--- config.mk ---
export PLATFORM = sky130hd
export DESIGN_NAME = tra_terminal_flat
export DESIGN_NICKNAME = d
export VERILOG_FILES = /design/src/inc/tra_pkg.sv /design/src/inc/tra_link_if.sv /design/src/core/tra_terminal.sv /design/src/flat_wrapper.sv
export SDC_FILE = /design/constraint.sdc
export NUM_CORES = 1
export LEC_CHECK = 0
export ABC_AREA = 1
export BUFFER_PORTS_ARGS = -buffer_cell sky130_fd_sc_hd__buf_4
export CORE_MARGIN = 4
export CORE_UTILIZATION = 26
export CTS_BUF_LIST = sky130_fd_sc_hd__clkbuf_8
export DETAILED_ROUTE_END_ITERATION = 8
export GPL_TIMING_DRIVEN = 0
export PLACE_DENSITY = 0.41
export SLEW_MARGIN = 25
export SYNTH_ARGS = -nofsm -noshare
export SYNTH_HDL_FRONTEND = slang
export SYNTH_SLANG_ARGS = --single-unit
--- constraint.sdc ---
create_clock -name mclk_in -period 2.45 [get_ports mclk_in]
set_input_delay 0.49 -clock mclk_in [delete_from_list [all_inputs] [get_ports mclk_in]]
set_output_delay 0.49 -clock mclk_in [all_outputs]
set_load 0.02 [all_outputs]
--- src/inc/tra_pkg.sv ---
package tra_pkg;
	// process image: control/status byte plus one 16-bit data word
	localparam int BYTE_W = 8;
	localparam int WORD_W = 16;
	localparam int ADDR_W = 6;
	localparam int NUM_REGS = 64;
	localparam int NUM_CH = 2;
	localparam int CH_W = 1;

	// control and status byte field positions
	localparam int CTL_REG_BIT = 7;
	localparam int CTL_WR_BIT = 6;
	localparam int STS_ERR_BIT = 6;
	localparam int STS_OVR_BIT = 1;
	localparam int STS_UND_BIT = 0;

	// register indices
	localparam logic [5:0] REG_TYPE_ID = 6'h08;
	localparam logic [5:0] REG_FW_VER = 6'h09;
	localparam logic [5:0] REG_TC_OFFSET = 6'h11;
	localparam logic [5:0] REG_TC_GAIN = 6'h12;
	localparam logic [5:0] REG_CJ_GAIN = 6'h15;
	localparam logic [5:0] REG_UNLOCK = 6'h1F;
	localparam logic [5:0] REG_FEATURE = 6'h20;

	localparam logic [15:0] UNLOCK_CODE = 16'h1235;
	// identity values: arbitrary
	localparam logic [15:0] TYPE_ID_VAL = 16'h00A5;
	localparam logic [15:0] FW_VER_VAL = 16'h3130;
	// reset values (plain defaults)
	localparam logic [15:0] TC_OFFSET_RST = 16'h0000;
	localparam logic [15:0] GAIN_RST = 16'h0100;
	localparam logic [15:0] FEATURE_RST = 16'h0000;
	localparam logic [15:0] UNLOCK_RST = 16'h0000;

	// 4 uV per digit in raw calibration view
	localparam int RAW_UV_PER_DIGIT = 4;
	localparam int GAIN_FRAC_BITS = 8;

	function automatic logic [7:0] tra_ctl_byte(input logic wr,
			input logic [5:0] idx);
		tra_ctl_byte = {1'b1, wr, idx};
	endfunction
endpackage

--- src/inc/tra_link_if.sv ---
`timescale 1ns/1ps
interface tra_link_if;
	import tra_pkg::*;
	// per channel: out = controller to terminal, in = terminal to controller
	logic [NUM_CH-1:0][7:0] ctl_byte;
	logic [NUM_CH-1:0][15:0] out_word;
	logic [NUM_CH-1:0][7:0] sts_byte;
	logic [NUM_CH-1:0][15:0] in_word;
	logic cycle_strobe;

	modport terminal (input ctl_byte, input out_word, input cycle_strobe,
		output sts_byte, output in_word);
	modport controller (output ctl_byte, output out_word,
		output cycle_strobe, input sts_byte, input in_word);
endinterface

--- src/core/tra_terminal.sv ---
`timescale 1ns/1ps
// Functional notes
// - status: b7 zero, b6 error, b1 over, b0 under
// - control byte ignored in process-data mode
// - control bit 7 selects register access
// - control bit 6: zero read, one write
// - read returns value, register unchanged
// - controller waits for write acknowledge
// - six low bits address 64 registers
// - read acknowledge echoes control byte
// - write acknowledge clears bit 6
// - status byte then 16-bit word, high first
// - coupler variant inserts pad byte
// - register 8 returns type identifier
// - register 9 returns firmware ASCII version
// - code word 0x1235 written to register 31
// - offset and gain per channel
// - one shared cold-junction gain
// - offset calibration uses feature 0xF100
// - raw output 4 uV per digit
// - cold-junction calibration via shared gain
// - writes locked unless code word present
// - writes take effect after power cycle; the register 31 code word unlocks at once
module tra_terminal (
	input wire logic mclk_in,
	input wire logic rst_in,
	tra_link_if.terminal link,
	input wire logic [tra_pkg::NUM_CH-1:0][15:0] sample_in,
	input wire logic [tra_pkg::NUM_CH-1:0] error_in,
	input wire logic [tra_pkg::NUM_CH-1:0] over_in,
	input wire logic [tra_pkg::NUM_CH-1:0] under_in,
	input wire logic power_cycle_in,
	output logic [tra_pkg::NUM_CH-1:0][15:0] tc_offset_out,
	output logic [tra_pkg::NUM_CH-1:0][15:0] tc_gain_out,
	output logic [15:0] cj_gain_out,
	output logic [15:0] feature_out,
	output logic unlocked_out
);
	import tra_pkg::*;

	// stored (written) and active (applied) copies
	logic [NUM_CH-1:0][15:0] off_ff, nxt_off, gain_ff, nxt_gain;
	logic [NUM_CH-1:0][15:0] off_act_ff, nxt_off_act;
	logic [NUM_CH-1:0][15:0] gain_act_ff, nxt_gain_act;
	logic [15:0] cj_ff, nxt_cj, cj_act_ff, nxt_cj_act;
	logic [15:0] feat_ff, nxt_feat, feat_act_ff, nxt_feat_act;
	logic [15:0] unlock_ff, nxt_unlock;
	logic [NUM_CH-1:0][7:0] sts_ff, nxt_sts;
	logic [NUM_CH-1:0][15:0] inw_ff, nxt_inw;
	logic [1:0] pc_sync_ff, nxt_pc_sync;
	logic pc_prev_ff, nxt_pc_prev;
	logic [NUM_CH-1:0][15:0] smp_s1_ff, smp_s2_ff;
	logic [NUM_CH-1:0] err_s1_ff, err_s2_ff, ovr_s1_ff, ovr_s2_ff;
	logic [NUM_CH-1:0] und_s1_ff, und_s2_ff;

	// register read mux; unmapped indices return zero
	function automatic logic [15:0] rd_reg(input logic [5:0] idx,
			input logic [15:0] off, input logic [15:0] gain,
			input logic [15:0] cj, input logic [15:0] feat,
			input logic [15:0] unl);
		case (idx)
			REG_TYPE_ID: rd_reg = TYPE_ID_VAL;
			REG_FW_VER: rd_reg = FW_VER_VAL;
			REG_TC_OFFSET: rd_reg = off;
			REG_TC_GAIN: rd_reg = gain;
			REG_CJ_GAIN: rd_reg = cj;
			REG_UNLOCK: rd_reg = unl;
			REG_FEATURE: rd_reg = feat;
			default: rd_reg = 16'h0000;
		endcase
	endfunction

	function automatic logic is_unlocked(input logic [15:0] code);
		is_unlocked = (code == UNLOCK_CODE);
	endfunction

	// process-data status: bit 7 and reserved bits stay zero
	function automatic logic [7:0] pd_status(input logic err,
			input logic ovr, input logic und);
		pd_status = 8'h00;
		pd_status[STS_ERR_BIT] = err;
		pd_status[STS_OVR_BIT] = ovr;
		pd_status[STS_UND_BIT] = und;
	endfunction

	// write acknowledge: control byte with the direction bit cleared
	function automatic logic [7:0] wr_ack(input logic [7:0] ctl);
		wr_ack = ctl;
		wr_ack[CTL_WR_BIT] = 1'b0;
	endfunction

	always_comb begin
		logic power_edge;
		logic unl_now;
		logic [7:0] c;
		logic [15:0] w;
		power_edge = 1'b0;
		unl_now = 1'b0;
		c = 8'h00;
		w = 16'h0000;
		nxt_off = off_ff;
		nxt_gain = gain_ff;
		nxt_cj = cj_ff;
		nxt_feat = feat_ff;
		nxt_unlock = unlock_ff;
		nxt_sts = sts_ff;
		nxt_inw = inw_ff;
		nxt_pc_sync = {pc_sync_ff[0], power_cycle_in};
		nxt_pc_prev = pc_sync_ff[1];
		// rising edge of the synced power-cycle level
		power_edge = pc_sync_ff[1] & ~pc_prev_ff;
		nxt_off_act = off_act_ff;
		nxt_gain_act = gain_act_ff;
		nxt_cj_act = cj_act_ff;
		nxt_feat_act = feat_act_ff;
		if (power_edge) begin
			nxt_off_act = off_ff;
			nxt_gain_act = gain_ff;
			nxt_cj_act = cj_ff;
			nxt_feat_act = feat_ff;
		end
		// compared before this strobe's own write lands
		unl_now = is_unlocked(unlock_ff);
		// each strobe is one process-image exchange
		if (link.cycle_strobe) begin
			for (int ch = 0; ch < NUM_CH; ch++) begin
				c = link.ctl_byte[ch];
				w = link.out_word[ch];
				if (c[CTL_REG_BIT]) begin
					if (c[CTL_WR_BIT]) begin
						if (c[5:0] == REG_UNLOCK) begin
							nxt_unlock = w;
						end else if (unl_now) begin
							case (c[5:0])
								REG_TC_OFFSET: nxt_off[ch] = w;
								REG_TC_GAIN: nxt_gain[ch] = w;
								REG_CJ_GAIN: nxt_cj = w;
								REG_FEATURE: nxt_feat = w;
								default: ;
							endcase
						end
						// a held write repeats harmlessly
						nxt_sts[ch] = wr_ack(c);
						nxt_inw[ch] = 16'h0000;
					end else begin
						nxt_sts[ch] = c;
						nxt_inw[ch] = rd_reg(c[5:0], off_ff[ch],
							gain_ff[ch], cj_ff, feat_ff, unlock_ff);
					end
				end else begin
					// control byte content ignored here
					nxt_sts[ch] = pd_status(err_s2_ff[ch], ovr_s2_ff[ch],
						und_s2_ff[ch]);
					nxt_inw[ch] = smp_s2_ff[ch];
				end
			end
		end
	end

	// two-stage synchronisers for the front-end levels
	always_ff @(posedge mclk_in) begin
		smp_s1_ff <= sample_in;
		smp_s2_ff <= smp_s1_ff;
		err_s1_ff <= error_in;
		err_s2_ff <= err_s1_ff;
		ovr_s1_ff <= over_in;
		ovr_s2_ff <= ovr_s1_ff;
		und_s1_ff <= under_in;
		und_s2_ff <= und_s1_ff;
	end

	always_ff @(posedge mclk_in) begin
		if (rst_in) begin
			off_ff <= {NUM_CH{TC_OFFSET_RST}};
			gain_ff <= {NUM_CH{GAIN_RST}};
			off_act_ff <= {NUM_CH{TC_OFFSET_RST}};
			gain_act_ff <= {NUM_CH{GAIN_RST}};
			cj_ff <= GAIN_RST;
			cj_act_ff <= GAIN_RST;
			feat_ff <= FEATURE_RST;
			feat_act_ff <= FEATURE_RST;
			unlock_ff <= UNLOCK_RST;
			sts_ff <= '0;
			inw_ff <= '0;
			pc_sync_ff <= 2'h0;
			pc_prev_ff <= 1'b0;
		end else begin
			off_ff <= nxt_off;
			gain_ff <= nxt_gain;
			off_act_ff <= nxt_off_act;
			gain_act_ff <= nxt_gain_act;
			cj_ff <= nxt_cj;
			cj_act_ff <= nxt_cj_act;
			feat_ff <= nxt_feat;
			feat_act_ff <= nxt_feat_act;
			unlock_ff <= nxt_unlock;
			sts_ff <= nxt_sts;
			inw_ff <= nxt_inw;
			pc_sync_ff <= nxt_pc_sync;
			pc_prev_ff <= nxt_pc_prev;
		end
	end

	// link answers and active values come straight from flops
	assign link.sts_byte = sts_ff;
	assign link.in_word = inw_ff;
	assign tc_offset_out = off_act_ff;
	assign tc_gain_out = gain_act_ff;
	assign cj_gain_out = cj_act_ff;
	assign feature_out = feat_act_ff;
	assign unlocked_out = is_unlocked(unlock_ff);
endmodule // tra_terminal

--- src/flat_wrapper.sv ---
// flat-port wrapper written by rule: the top's interface ports become plain ports
module tra_terminal_flat import tra_pkg::*;
  (mclk_in, rst_in, sample_in, error_in, over_in, under_in, power_cycle_in, tc_offset_out, tc_gain_out, cj_gain_out, feature_out, unlocked_out, link_ctl_byte, link_out_word, link_cycle_strobe, link_sts_byte, link_in_word);
  tra_link_if link_i ();
  input wire logic mclk_in;
  input wire logic rst_in;
  input wire logic [tra_pkg::NUM_CH-1:0][15:0] sample_in;
  input wire logic [tra_pkg::NUM_CH-1:0] error_in;
  input wire logic [tra_pkg::NUM_CH-1:0] over_in;
  input wire logic [tra_pkg::NUM_CH-1:0] under_in;
  input wire logic power_cycle_in;
  output logic [tra_pkg::NUM_CH-1:0][15:0] tc_offset_out;
  output logic [tra_pkg::NUM_CH-1:0][15:0] tc_gain_out;
  output logic [15:0] cj_gain_out;
  output logic [15:0] feature_out;
  output logic unlocked_out;
  input wire logic [$bits(link_i.ctl_byte)-1:0] link_ctl_byte;
  input wire logic [$bits(link_i.out_word)-1:0] link_out_word;
  input wire logic [$bits(link_i.cycle_strobe)-1:0] link_cycle_strobe;
  output wire logic [$bits(link_i.sts_byte)-1:0] link_sts_byte;
  output wire logic [$bits(link_i.in_word)-1:0] link_in_word;
  assign link_i.ctl_byte = link_ctl_byte;
  assign link_i.out_word = link_out_word;
  assign link_i.cycle_strobe = link_cycle_strobe;
  assign link_sts_byte = link_i.sts_byte;
  assign link_in_word = link_i.in_word;
  tra_terminal u_core (.mclk_in(mclk_in), .rst_in(rst_in), .link(link_i), .sample_in(sample_in), .error_in(error_in), .over_in(over_in), .under_in(under_in), .power_cycle_in(power_cycle_in), .tc_offset_out(tc_offset_out), .tc_gain_out(tc_gain_out), .cj_gain_out(cj_gain_out), .feature_out(feature_out), .unlocked_out(unlocked_out));
endmodule
==> results_dict.tcl, run 1 <==
set metrics [dict create \
    cp_max_fo 7 \
    synthesis.area_um2 13360 \
    fmax_mhz 424.0 \
    clockRootBuffer "clkbuf_8" \
    hold_start "link_out_word[31]" \
    grt_pass1_wl_um 93410 \
    fill_cells 5506 \
    grt_overflow 0 \
    grt_max_degree 20 \
    synth_area_leaders "dfxtp_1, a21oi_1, o21ai_0" \
    synth_area_leader_cell "dfxtp_1" \
    grt_usage 0.2290 \
    fp-row-count 82 \
    reg2reg_depth 12 \
    clkSlewWorstSetupHoldPaths_ps 60 \
    io_pins 235 \
    layout_common_cells "dfxtp_1, nand2_1, buf_4" \
    vias 13840 \
    ys_seq_elements 335 \
    rrSetupSlack_ps 150 \
    postSynthAreaPerCell_um2 7.533 \
    rsz0062_at_grt "false" \
    setup_ws_ps 91.57 \
    clk_latency_ps 680 \
    nNetsFinal 2204 \
    syn_to_final_growth_pct 33.18 \
    ir_worst_vdd_uv 384.8 \
    criticalPathCategory "register to output port" \
    drt_iter0_markers 1082 \
    die_w_um 234.7 \
    cts_sinks 335 \
    initial_utilization 0.2647 \
    worst_pin_slew_ps 902.9 \
    core_um2 50480 \
    place_congestion 0.9366 \
    hold_class "primary input to register" \
    period_share 0.9626 \
    drv_cap 0 \
    wire_per_inst_um 23.31 \
    maxSlewViolCount 0 \
    grtUsageMet3 0.04984 \
    worst_setup_path_end_kind "output port" \
    cts_buffers 61 \
    ant_nets 0 \
    grtUsageMet1 0.2925 \
    grtUsageMet2 0.3805 \
    placed_cells 2676 \
    worstSetupStartpoint "u_core.unlock_ff[8]$_SDFFE_PP0P_" \
    clock_skew_ps 15.27 \
    drt-total-wl_um 66120 \
    r2r-start "u_core.unlock_ff[8]$_SDFFE_PP0P_" \
    drc_errors 0 \
    busiest_layer "met2" \
    routed_via_density 4.877 \
    die_h_um 234.7 \
    worstSetupStartpointType "register" \
    cp.required_ps 1960 \
    power_leakage_uw 0.007663 \
    setup_viol 0 \
    arrival_ps 1870 \
    hold_viol 0 \
    port_buffers 230 \
    outcome "complete, no violations" \
    drtPass1Iterations 6 \
    grt_pass1_vias 13590 \
    period_needed_ps 2358 \
    hold-path-endpoint "u_core.gain_ff[31]$_SDFFE_PP0P_" \
    drive_gt1_frac 0.1913 \
    worstHoldPathCells 3 \
    yosys_warnings 0 \
    cts_tree "done" \
    yosysUniqueCellTypes 32 \
    ys_seq_area_frac 0.5018 \
    antenna_found_initial 1 \
    r2r_end "u_core.off_ff[26]$_SDFFE_PP0P_" \
    power_density_nw_per_um2 718.7 \
    fin_cells 2837 \
    dp_worst_setup_slack_ps -766.9 \
    final_common_cell "dfxtp_1" \
    max-slew-margin-rel 0.3981 \
    fin_util 0.3526 \
    synth_nets 1864 \
    tns_ps 0 \
    cts.path.max_buffers 3 \
    die_area_um2 55090 \
    yosys.area.top_type_share 0.5018 \
    syn_inst 1774 \
    dp_hpwl_um 50860 \
    htreeDepth 2 \
    p_total_uw 12790 \
]
-- cell usage after synthesis, drive strengths merged --
library cell / count
a21boi: 1
a21oi: 211
a22o: 16
and2: 1
buf: 43
clkbuf: 73
clkinv: 1
dfxtp: 335
inv: 198
nand2: 270
nand3: 60
nand4: 67
nor2: 201
nor3: 9
o211ai: 18
o21a: 1
o21ai: 231
o22ai: 37
or2: 1
-- where the power goes --
part	switching, uW	total [uW]	internal, uW	leakage [uW]
clock network	2530	5910	3380	0.000773
logic	739	1150	414	0.00414
registers	88.2	5730	5640	0.00275
-- worst max-delay path: stages (launching register included) --
cell and delay, ps:
dfxtp_1 310, inv_2 110, nand2_2 80, nor2_1 100, nand2_1 100, nor2_4 220
buf_12 170, buf_8 110
-- how the worst max path moves through the flow --
stage          slack (ps)                                    to  depth (start not counted)
6_report               90                          unlocked_out                          7
5_1_grt                 2                          unlocked_out                          7
4_1_cts               0.6                          unlocked_out                          7
3_5_place_dp         -770  u_core.link.sts_byte[1]$_SDFFE_PP0P_                          6
3_3_place_gp         -860  u_core.link.sts_byte[1]$_SDFFE_PP0P_                          6
2_1_floorplan         740        u_core.off_ff[17]$_SDFFE_PP0P_                          9
-- area by class of cell --
type,instances,area (um2),share of cell area
sequential,335,6706,0.3768
multi-input combinational,1124,5420,0.3045
timing repair buffer,278,2210,0.1241
clock buffer,78,1074,0.06032
tap,672,840.8,0.04724
inverter,199,748.2,0.04204
buffer,115,510.5,0.02868
clock inverter,35,286.5,0.01610
antenna,1,2.502,0.0001406
-- per-stage QoR --
stage	hold WS, ps	area [um2]
after floorplan	309.6	13360
after global placement	312.3	15930
after detailed placement	312.8	15930
after CTS	42.46	17720
after global routing	68.91	17800
final	90.71	17800
-- routing by layer --
layer	up-vias	part of all wire
met1	6599	0.42
met2	527	0.47
met5	-	0
met3	135	0.066
li1	6576	-
met4	0	0.040
-- timing repair --
action | CTS | global route
endpoints found under the hold margin | 39 | 0
hold buffers | 39 | 0
pin swaps | 2 | 2
resized for setup | 13 | 1
setup buffers | 1 | 7
setup endpoints to repair | 52 | 12
cloned | 0 | 1
-- kinds of logic (layout without fill, tap and decap cells) --
logic type      Yosys count  in the layout  share of synthesized area
simple gates            609            609                     0.1982
other cells               0              1                          0
flops                   335            335                     0.5018
buf+inv                 315            705                    0.09334
compound gates          515            515                     0.2066
-- flip-flops by register name, indices dropped and copies added, names as in the netlist --
signal and flops:
u_core.unlock_ff 16, u_core.link.sts_byte 16, u_core.pc_prev_ff 1, u_core.smp_s2_ff 32, u_core.link.in_word 32, u_core.cj_gain_out 16
u_core.ovr_s1_ff 2, u_core.feature_out 16, u_core.err_s1_ff 2, u_core.und_s2_ff 2, u_core.cj_ff 16, u_core.ovr_s2_ff 2
u_core.pc_sync_ff 2, u_core.tc_offset_out 32, u_core.err_s2_ff 2, u_core.feat_ff 16, u_core.gain_ff 32, u_core.tc_gain_out 32
u_core.und_s1_ff 2, u_core.smp_s1_ff 32, u_core.off_ff 32
Power figures use the tool's default switching activity.
==> run 2: changes to the inputs <==
ABC_AREA = not set   (was 1)
==> results_dict.tcl, run 2 <==
set metrics [dict create \
    syn_to_final_growth_pct 34.19 \
    drtPass1Iterations 9 \
    yosys.area.top_type_share 0.5305 \
    rsz0062_at_grt "true" \
    max-slew-margin-rel 0.3659 \
    synth_area_leader_cell "dfxtp_1" \
    ir_worst_vdd_uv 361.2 \
    drt-total-wl_um 58210 \
    crit_family "simple AND/OR/NAND/NOR gates" \
    drt_iter0_markers 1286 \
    fin_util 0.3538 \
    synthFlopType "dfxtp_1" \
    layout_common_cells "nand2_1, dfxtp_1, buf_4" \
    setup_viol 0 \
    drc_errors 0 \
    synthesis.area_um2 12640 \
    grt_max_degree 16 \
    criticalPathCategory "register to output port" \
    setup_ws_ps 61.21 \
    fp-row-count 80 \
    power_leakage_uw 0.006399 \
    dp_hpwl_um 43370 \
    switching_share 0.2501 \
    grt_usage 0.2139 \
    ant_nets 0 \
    async_flop_share 0 \
    worstSetupStartpointType "register" \
    internal_power_uw 8929 \
    htreeDepth 2 \
    drive_gt1_frac 0.2243 \
    cp_max_fo 4 \
    vias 12260 \
    hold_class "primary input to register" \
    yosysUniqueCellTypes 54 \
    outcome "complete, no violations" \
    path_cells "nor4b_4, nand4_1, buf_4, inv_2, buf_6" \
    cts.path.max_buffers 3 \
    synth_area_leaders "dfxtp_1, nand2_1, a21oi_1" \
    grt_pass1_vias 12060 \
    slowest_stage "dfxtp_1" \
    synth-edff-count 0 \
    cts_sinks 335 \
    arrival_ps 1900 \
    cts_buffers 61 \
    worst_pin_slew_ps 943.4 \
    pwr-share-seq 0.470 \
    routed_via_density 5.073 \
    power.switching_uw 2978 \
    initial_utilization 0.2637 \
    yosys_warnings 0 \
    power_density_nw_per_um2 701.8 \
    synth_nets 1508 \
    period_needed_ps 2389 \
    grt_overflow 0 \
    syn_inst 1418 \
    place_congestion 0.8928 \
    nNetsFinal 1847 \
    ys_seq_area_frac 0.5305 \
    die_h_um 228.5 \
    cts_tree "done" \
    clkSlewWorstSetupHoldPaths_ps 60 \
    drv_cap 0 \
    period_share 0.9750 \
    dp_worst_setup_slack_ps -476.6 \
    wire_per_inst_um 24.09 \
    tns_ps 0 \
    die_w_um 228.5 \
    fmax_mhz 418.6 \
    maxSlewViolCount 0 \
    netlist_top_cells_count "nand2_1, dfxtp_1, a21oi_1, nor2_1, clkbuf_1" \
    antenna_found_initial 2 \
    final_common_cell "nand2_1" \
    die_area_um2 52210 \
    clock_skew_ps 34.28 \
    clk_latency_ps 670 \
    cp.required_ps 1960 \
    synth.most_common_cell "nand2_1" \
    clockRootBuffer "clkbuf_8" \
    worst_setup_path_end_kind "output port" \
    power_frac_clock 0.466 \
    port_buffers 229 \
    io_pins 235 \
    pwr-share-comb 0.064 \
    postSynthAreaPerCell_um2 8.915 \
    hold_viol 0 \
    fill_cells 5035 \
    crit_buf_inv 3 \
    ys_seq_elements 335 \
    core_um2 47950 \
    slowest_delay_ps 390 \
    grt_pass1_wl_um 83080 \
]
## run 2: cell type report
type                       instances  area (um2)  share of cell area
buffer                           112       525.5             0.03098
multi-input combinational        965        5477              0.3228
sequential                       335        6739              0.3972
clock buffer                      70       963.4             0.05679
tap                              615       769.5             0.04536
clock inverter                    37       285.3             0.01682
timing repair buffer             278        2188              0.1290
inverter                           4       15.01           0.0008850
antenna                            1       2.502           0.0001475
## run 2: per-layer routing
metal	up-vias	share of wire	track usage
met1	5979	0.44	0.2876
li1	5675	-	-
met5	-	0.00022	0
met4	2	0.034	0.07290
met2	492	0.45	0.3350
met3	114	0.078	0.05471
## run 2: power groups by stage
| stage | registers [uW] | clock network (uW) | logic (uW) |
|---|---|---|---|
| 6_report | 5600 | 5550 | 765 |
| 2_1_floorplan | 5750 | 0 | 266 |
| 4_1_cts | 5600 | 5680 | 762 |
| 3_5_place_dp | 5720 | 0 | 710 |
| 3_3_place_gp | 5720 | 0 | 704 |
| 5_1_grt | 5600 | 5900 | 815 |
## run 2: metrics by stage
stage / total power (uW) / cell area [um2] / instances / hold slack, ps
finish: 11910 / 16970 / 2417 / 123.5
global route: 12320 / 16970 / 2417 / 94.33
CTS: 12040 / 16890 / 2415 / 72.75
detailed placement: 6430 / 15130 / 2262 / 312.1
global placement: 6424 / 15130 / 2262 / 311.0
floorplan: 6015 / 12640 / 1418 / 309.6
## run 2: worst min-delay path: stages
cell and delay (ps):
buf_4 140, nand2_1 60, a21oi_1 60
## run 2: worst paths after layout
check	startpoint	to	slack, ps	depth (start not counted)
worst max register to register	u_core.unlock_ff[7]$_SDFFE_PP0P_	u_core.gain_ff[12]$_SDFFE_PP0P_	80	10
worst min register to register	u_core.smp_s1_ff[19]$_DFF_P_	u_core.smp_s2_ff[19]$_DFF_P_	320	0
worst min-delay path	link_out_word[0]	u_core.off_ff[0]$_SDFFE_PP0P_	120	3
worst max-delay path	u_core.unlock_ff[7]$_SDFFE_PP0P_	unlocked_out	60	5
## run 2: kinds of logic after synthesis
group	share of synthesized area
AOI/OAI and AO/OA	0.1855
DFF	0.5305
muxes	0.05463
and+or+nand+nor	0.1884
buffers and inverters	0.04097
## run 2: timing repair
action / in CTS / in global routing
buffers inserted: 7 / 3
endpoints found under the setup margin: 57 / 65
hold endpoints to repair: 39 / 0
hold buffers: 39 / 0
resized for setup: 23 / 21
cloned: 0 / 0
pin swaps: 4 / 4
==> run 3: changes to the inputs <==
clock period = 2.3 ns   (was 2.45 ns; I/O delays follow)
==> results_dict.tcl, run 3 (synthesis gave the netlist of run 2 again) <==
set metrics [dict create \
    period_needed_ps 2328 \
    placed_cells 2262 \
    io_pins 235 \
    cts_tree "done" \
    grt_usage 0.2139 \
    die_h_um 228.5 \
    grt_pass1_vias 12030 \
    drc_errors 0 \
    power_density_nw_per_um2 730.7 \
    fill_cells 5011 \
    core_um2 47950 \
    worstSetupStartpoint "u_core.unlock_ff[10]$_SDFFE_PP0P_" \
    hold_viol 0 \
    clk_latency_ps 670 \
    fin_cells 2440 \
    port_buffers 229 \
    place_congestion 0.8928 \
    violations "setup timing" \
    maxSlewViolCount 0 \
    worstSetupStartpointType "register" \
    final_common_cell "nand2_1" \
    vias 12290 \
    grt_max_degree 16 \
    hold_class "primary input to register" \
    drt_iter0_markers 1269 \
    outcome "complete, but fails checks" \
    drtPass1Iterations 8 \
    max-slew-margin-rel 0.3892 \
    fmax_mhz 429.5 \
    clockRootBuffer "clkbuf_8" \
    cts.path.max_buffers 3 \
    clkSlewWorstSetupHoldPaths_ps 70 \
    worst_pin_slew_ps 916.2 \
    cts_sinks 335 \
    fin_util 0.3626 \
    htreeDepth 2 \
    hold_start "link_out_word[0]" \
    drv_cap 0 \
    r2r-start "u_core.unlock_ff[10]$_SDFFE_PP0P_" \
    die_w_um 228.5 \
    p_total_uw 12700 \
    die_area_um2 52210 \
    routed_via_density 5.038 \
    setup_ws_ps -28.06 \
    whs_ps 91.66 \
    period_share 1.012 \
    arrival_ps 2880 \
    dp_hpwl_um 43370 \
    ant_nets 0 \
    cts_buffers 61 \
    cp_max_fo 8 \
    cp.required_ps 2850 \
    grt_pass1_wl_um 83110 \
    grt_overflow 0 \
    wire_per_inst_um 24.05 \
    antenna_found_initial 2 \
    ir_worst_vdd_uv 385.4 \
    fp-row-count 80 \
    initial_utilization 0.2637 \
    nNetsFinal 1869 \
    rsz0062_at_grt "true" \
    drt-total-wl_um 58680 \
    setup_viol 16 \
    layout_common_cells "nand2_1, dfxtp_1, buf_4" \
    tns_ps -160.3 \
    syn_to_final_growth_pct 37.50 \
    criticalPathCategory "register to register" \
    drive_gt1_frac 0.2408 \
    power_leakage_uw 0.006591 \
    worst_setup_path_end_kind "register" \
    clock_skew_ps 35.11 \
]
## run 3: changes by cell type in the layout (fill, tap and decap cells not counted), moves of 3 or more
| cell | change |
|---|---|
| buf_4 | +14 |
| o21ai_0 | -6 |
| o21ai_1 | +6 |
| buf_12 | +5 |
| buf_2 | -5 |
| buf_6 | +5 |
| clkbuf_16 | +4 |
| clkbuf_1 | -3 |
## run 3: critical path: stages (launching register included)
cell	delay [ps]
dfxtp_4	360
nor4b_4	330
nand4_1	310
nor3_4	410
and2_4	230
buf_12	140
clkbuf_16	150
mux2i_1	200
o21ai_1	70
## run 3: through the flow
stage | worst slack (ps) | cell area [um2]
finish | -28.06 | 17380
global route | -96.98 | 17380
CTS | -8.573 | 16890
detailed placement | -596.6 | 15130
global placement | -560.1 | 15130
floorplan | 212.9 | 12640
## run 3: cell type report
| cell class | count | area [um2] | area share |
|---|---|---|---|
| sequential | 335 | 6736 | 0.3875 |
| multi-input combinational | 965 | 5564 | 0.3201 |
| timing repair buffer | 301 | 2446 | 0.1407 |
| clock buffer | 70 | 963.4 | 0.05542 |
| tap | 615 | 769.5 | 0.04427 |
| buffer | 111 | 598.1 | 0.03441 |
| clock inverter | 37 | 285.3 | 0.01641 |
| inverter | 4 | 15.01 | 0.0008637 |
| antenna | 2 | 5.005 | 0.0002879 |
## run 3: what timing repair did
| item | in CTS | in global routing |
|---|---|---|
| pin swaps | 5 | 11 |
| gates resized for setup | 30 | 70 |
| hold buffers | 39 | 0 |
| endpoints found under the setup margin | 109 | 103 |
| hold endpoints to repair | 39 | 0 |
| cloned | 0 | 5 |
| setup buffers | 6 | 22 |
## run 3: final timing paths
check                             endpoint  slack, ps  cells after the start
max reg2reg  u_core.cj_ff[10]$_SDFFE_PP0P_        -30                      8
min          u_core.off_ff[0]$_SDFFE_PP0P_         90                      3
max          u_core.cj_ff[10]$_SDFFE_PP0P_        -30                      8
min reg2reg   u_core.smp_s2_ff[20]$_DFF_P_        320                      0
## run 3: power by group
part	leakage (uW)	total, uW	switching, uW	internal (uW)
sequential	0.00274	5960	48.2	5910
combinational	0.00312	836	535	300
clock	0.000726	5900	2590	3310
total	0.00659	12700	3180	9520
## run 3: per-layer routing
metal / GRT usage / share of wire / vias up
met5: 0 / 0.00022 / -
met4: 0.07386 / 0.031 / 2
met3: 0.05409 / 0.079 / 96
met2: 0.3336 / 0.45 / 494
met1: 0.2887 / 0.44 / 5974
li1: - / - / 5727
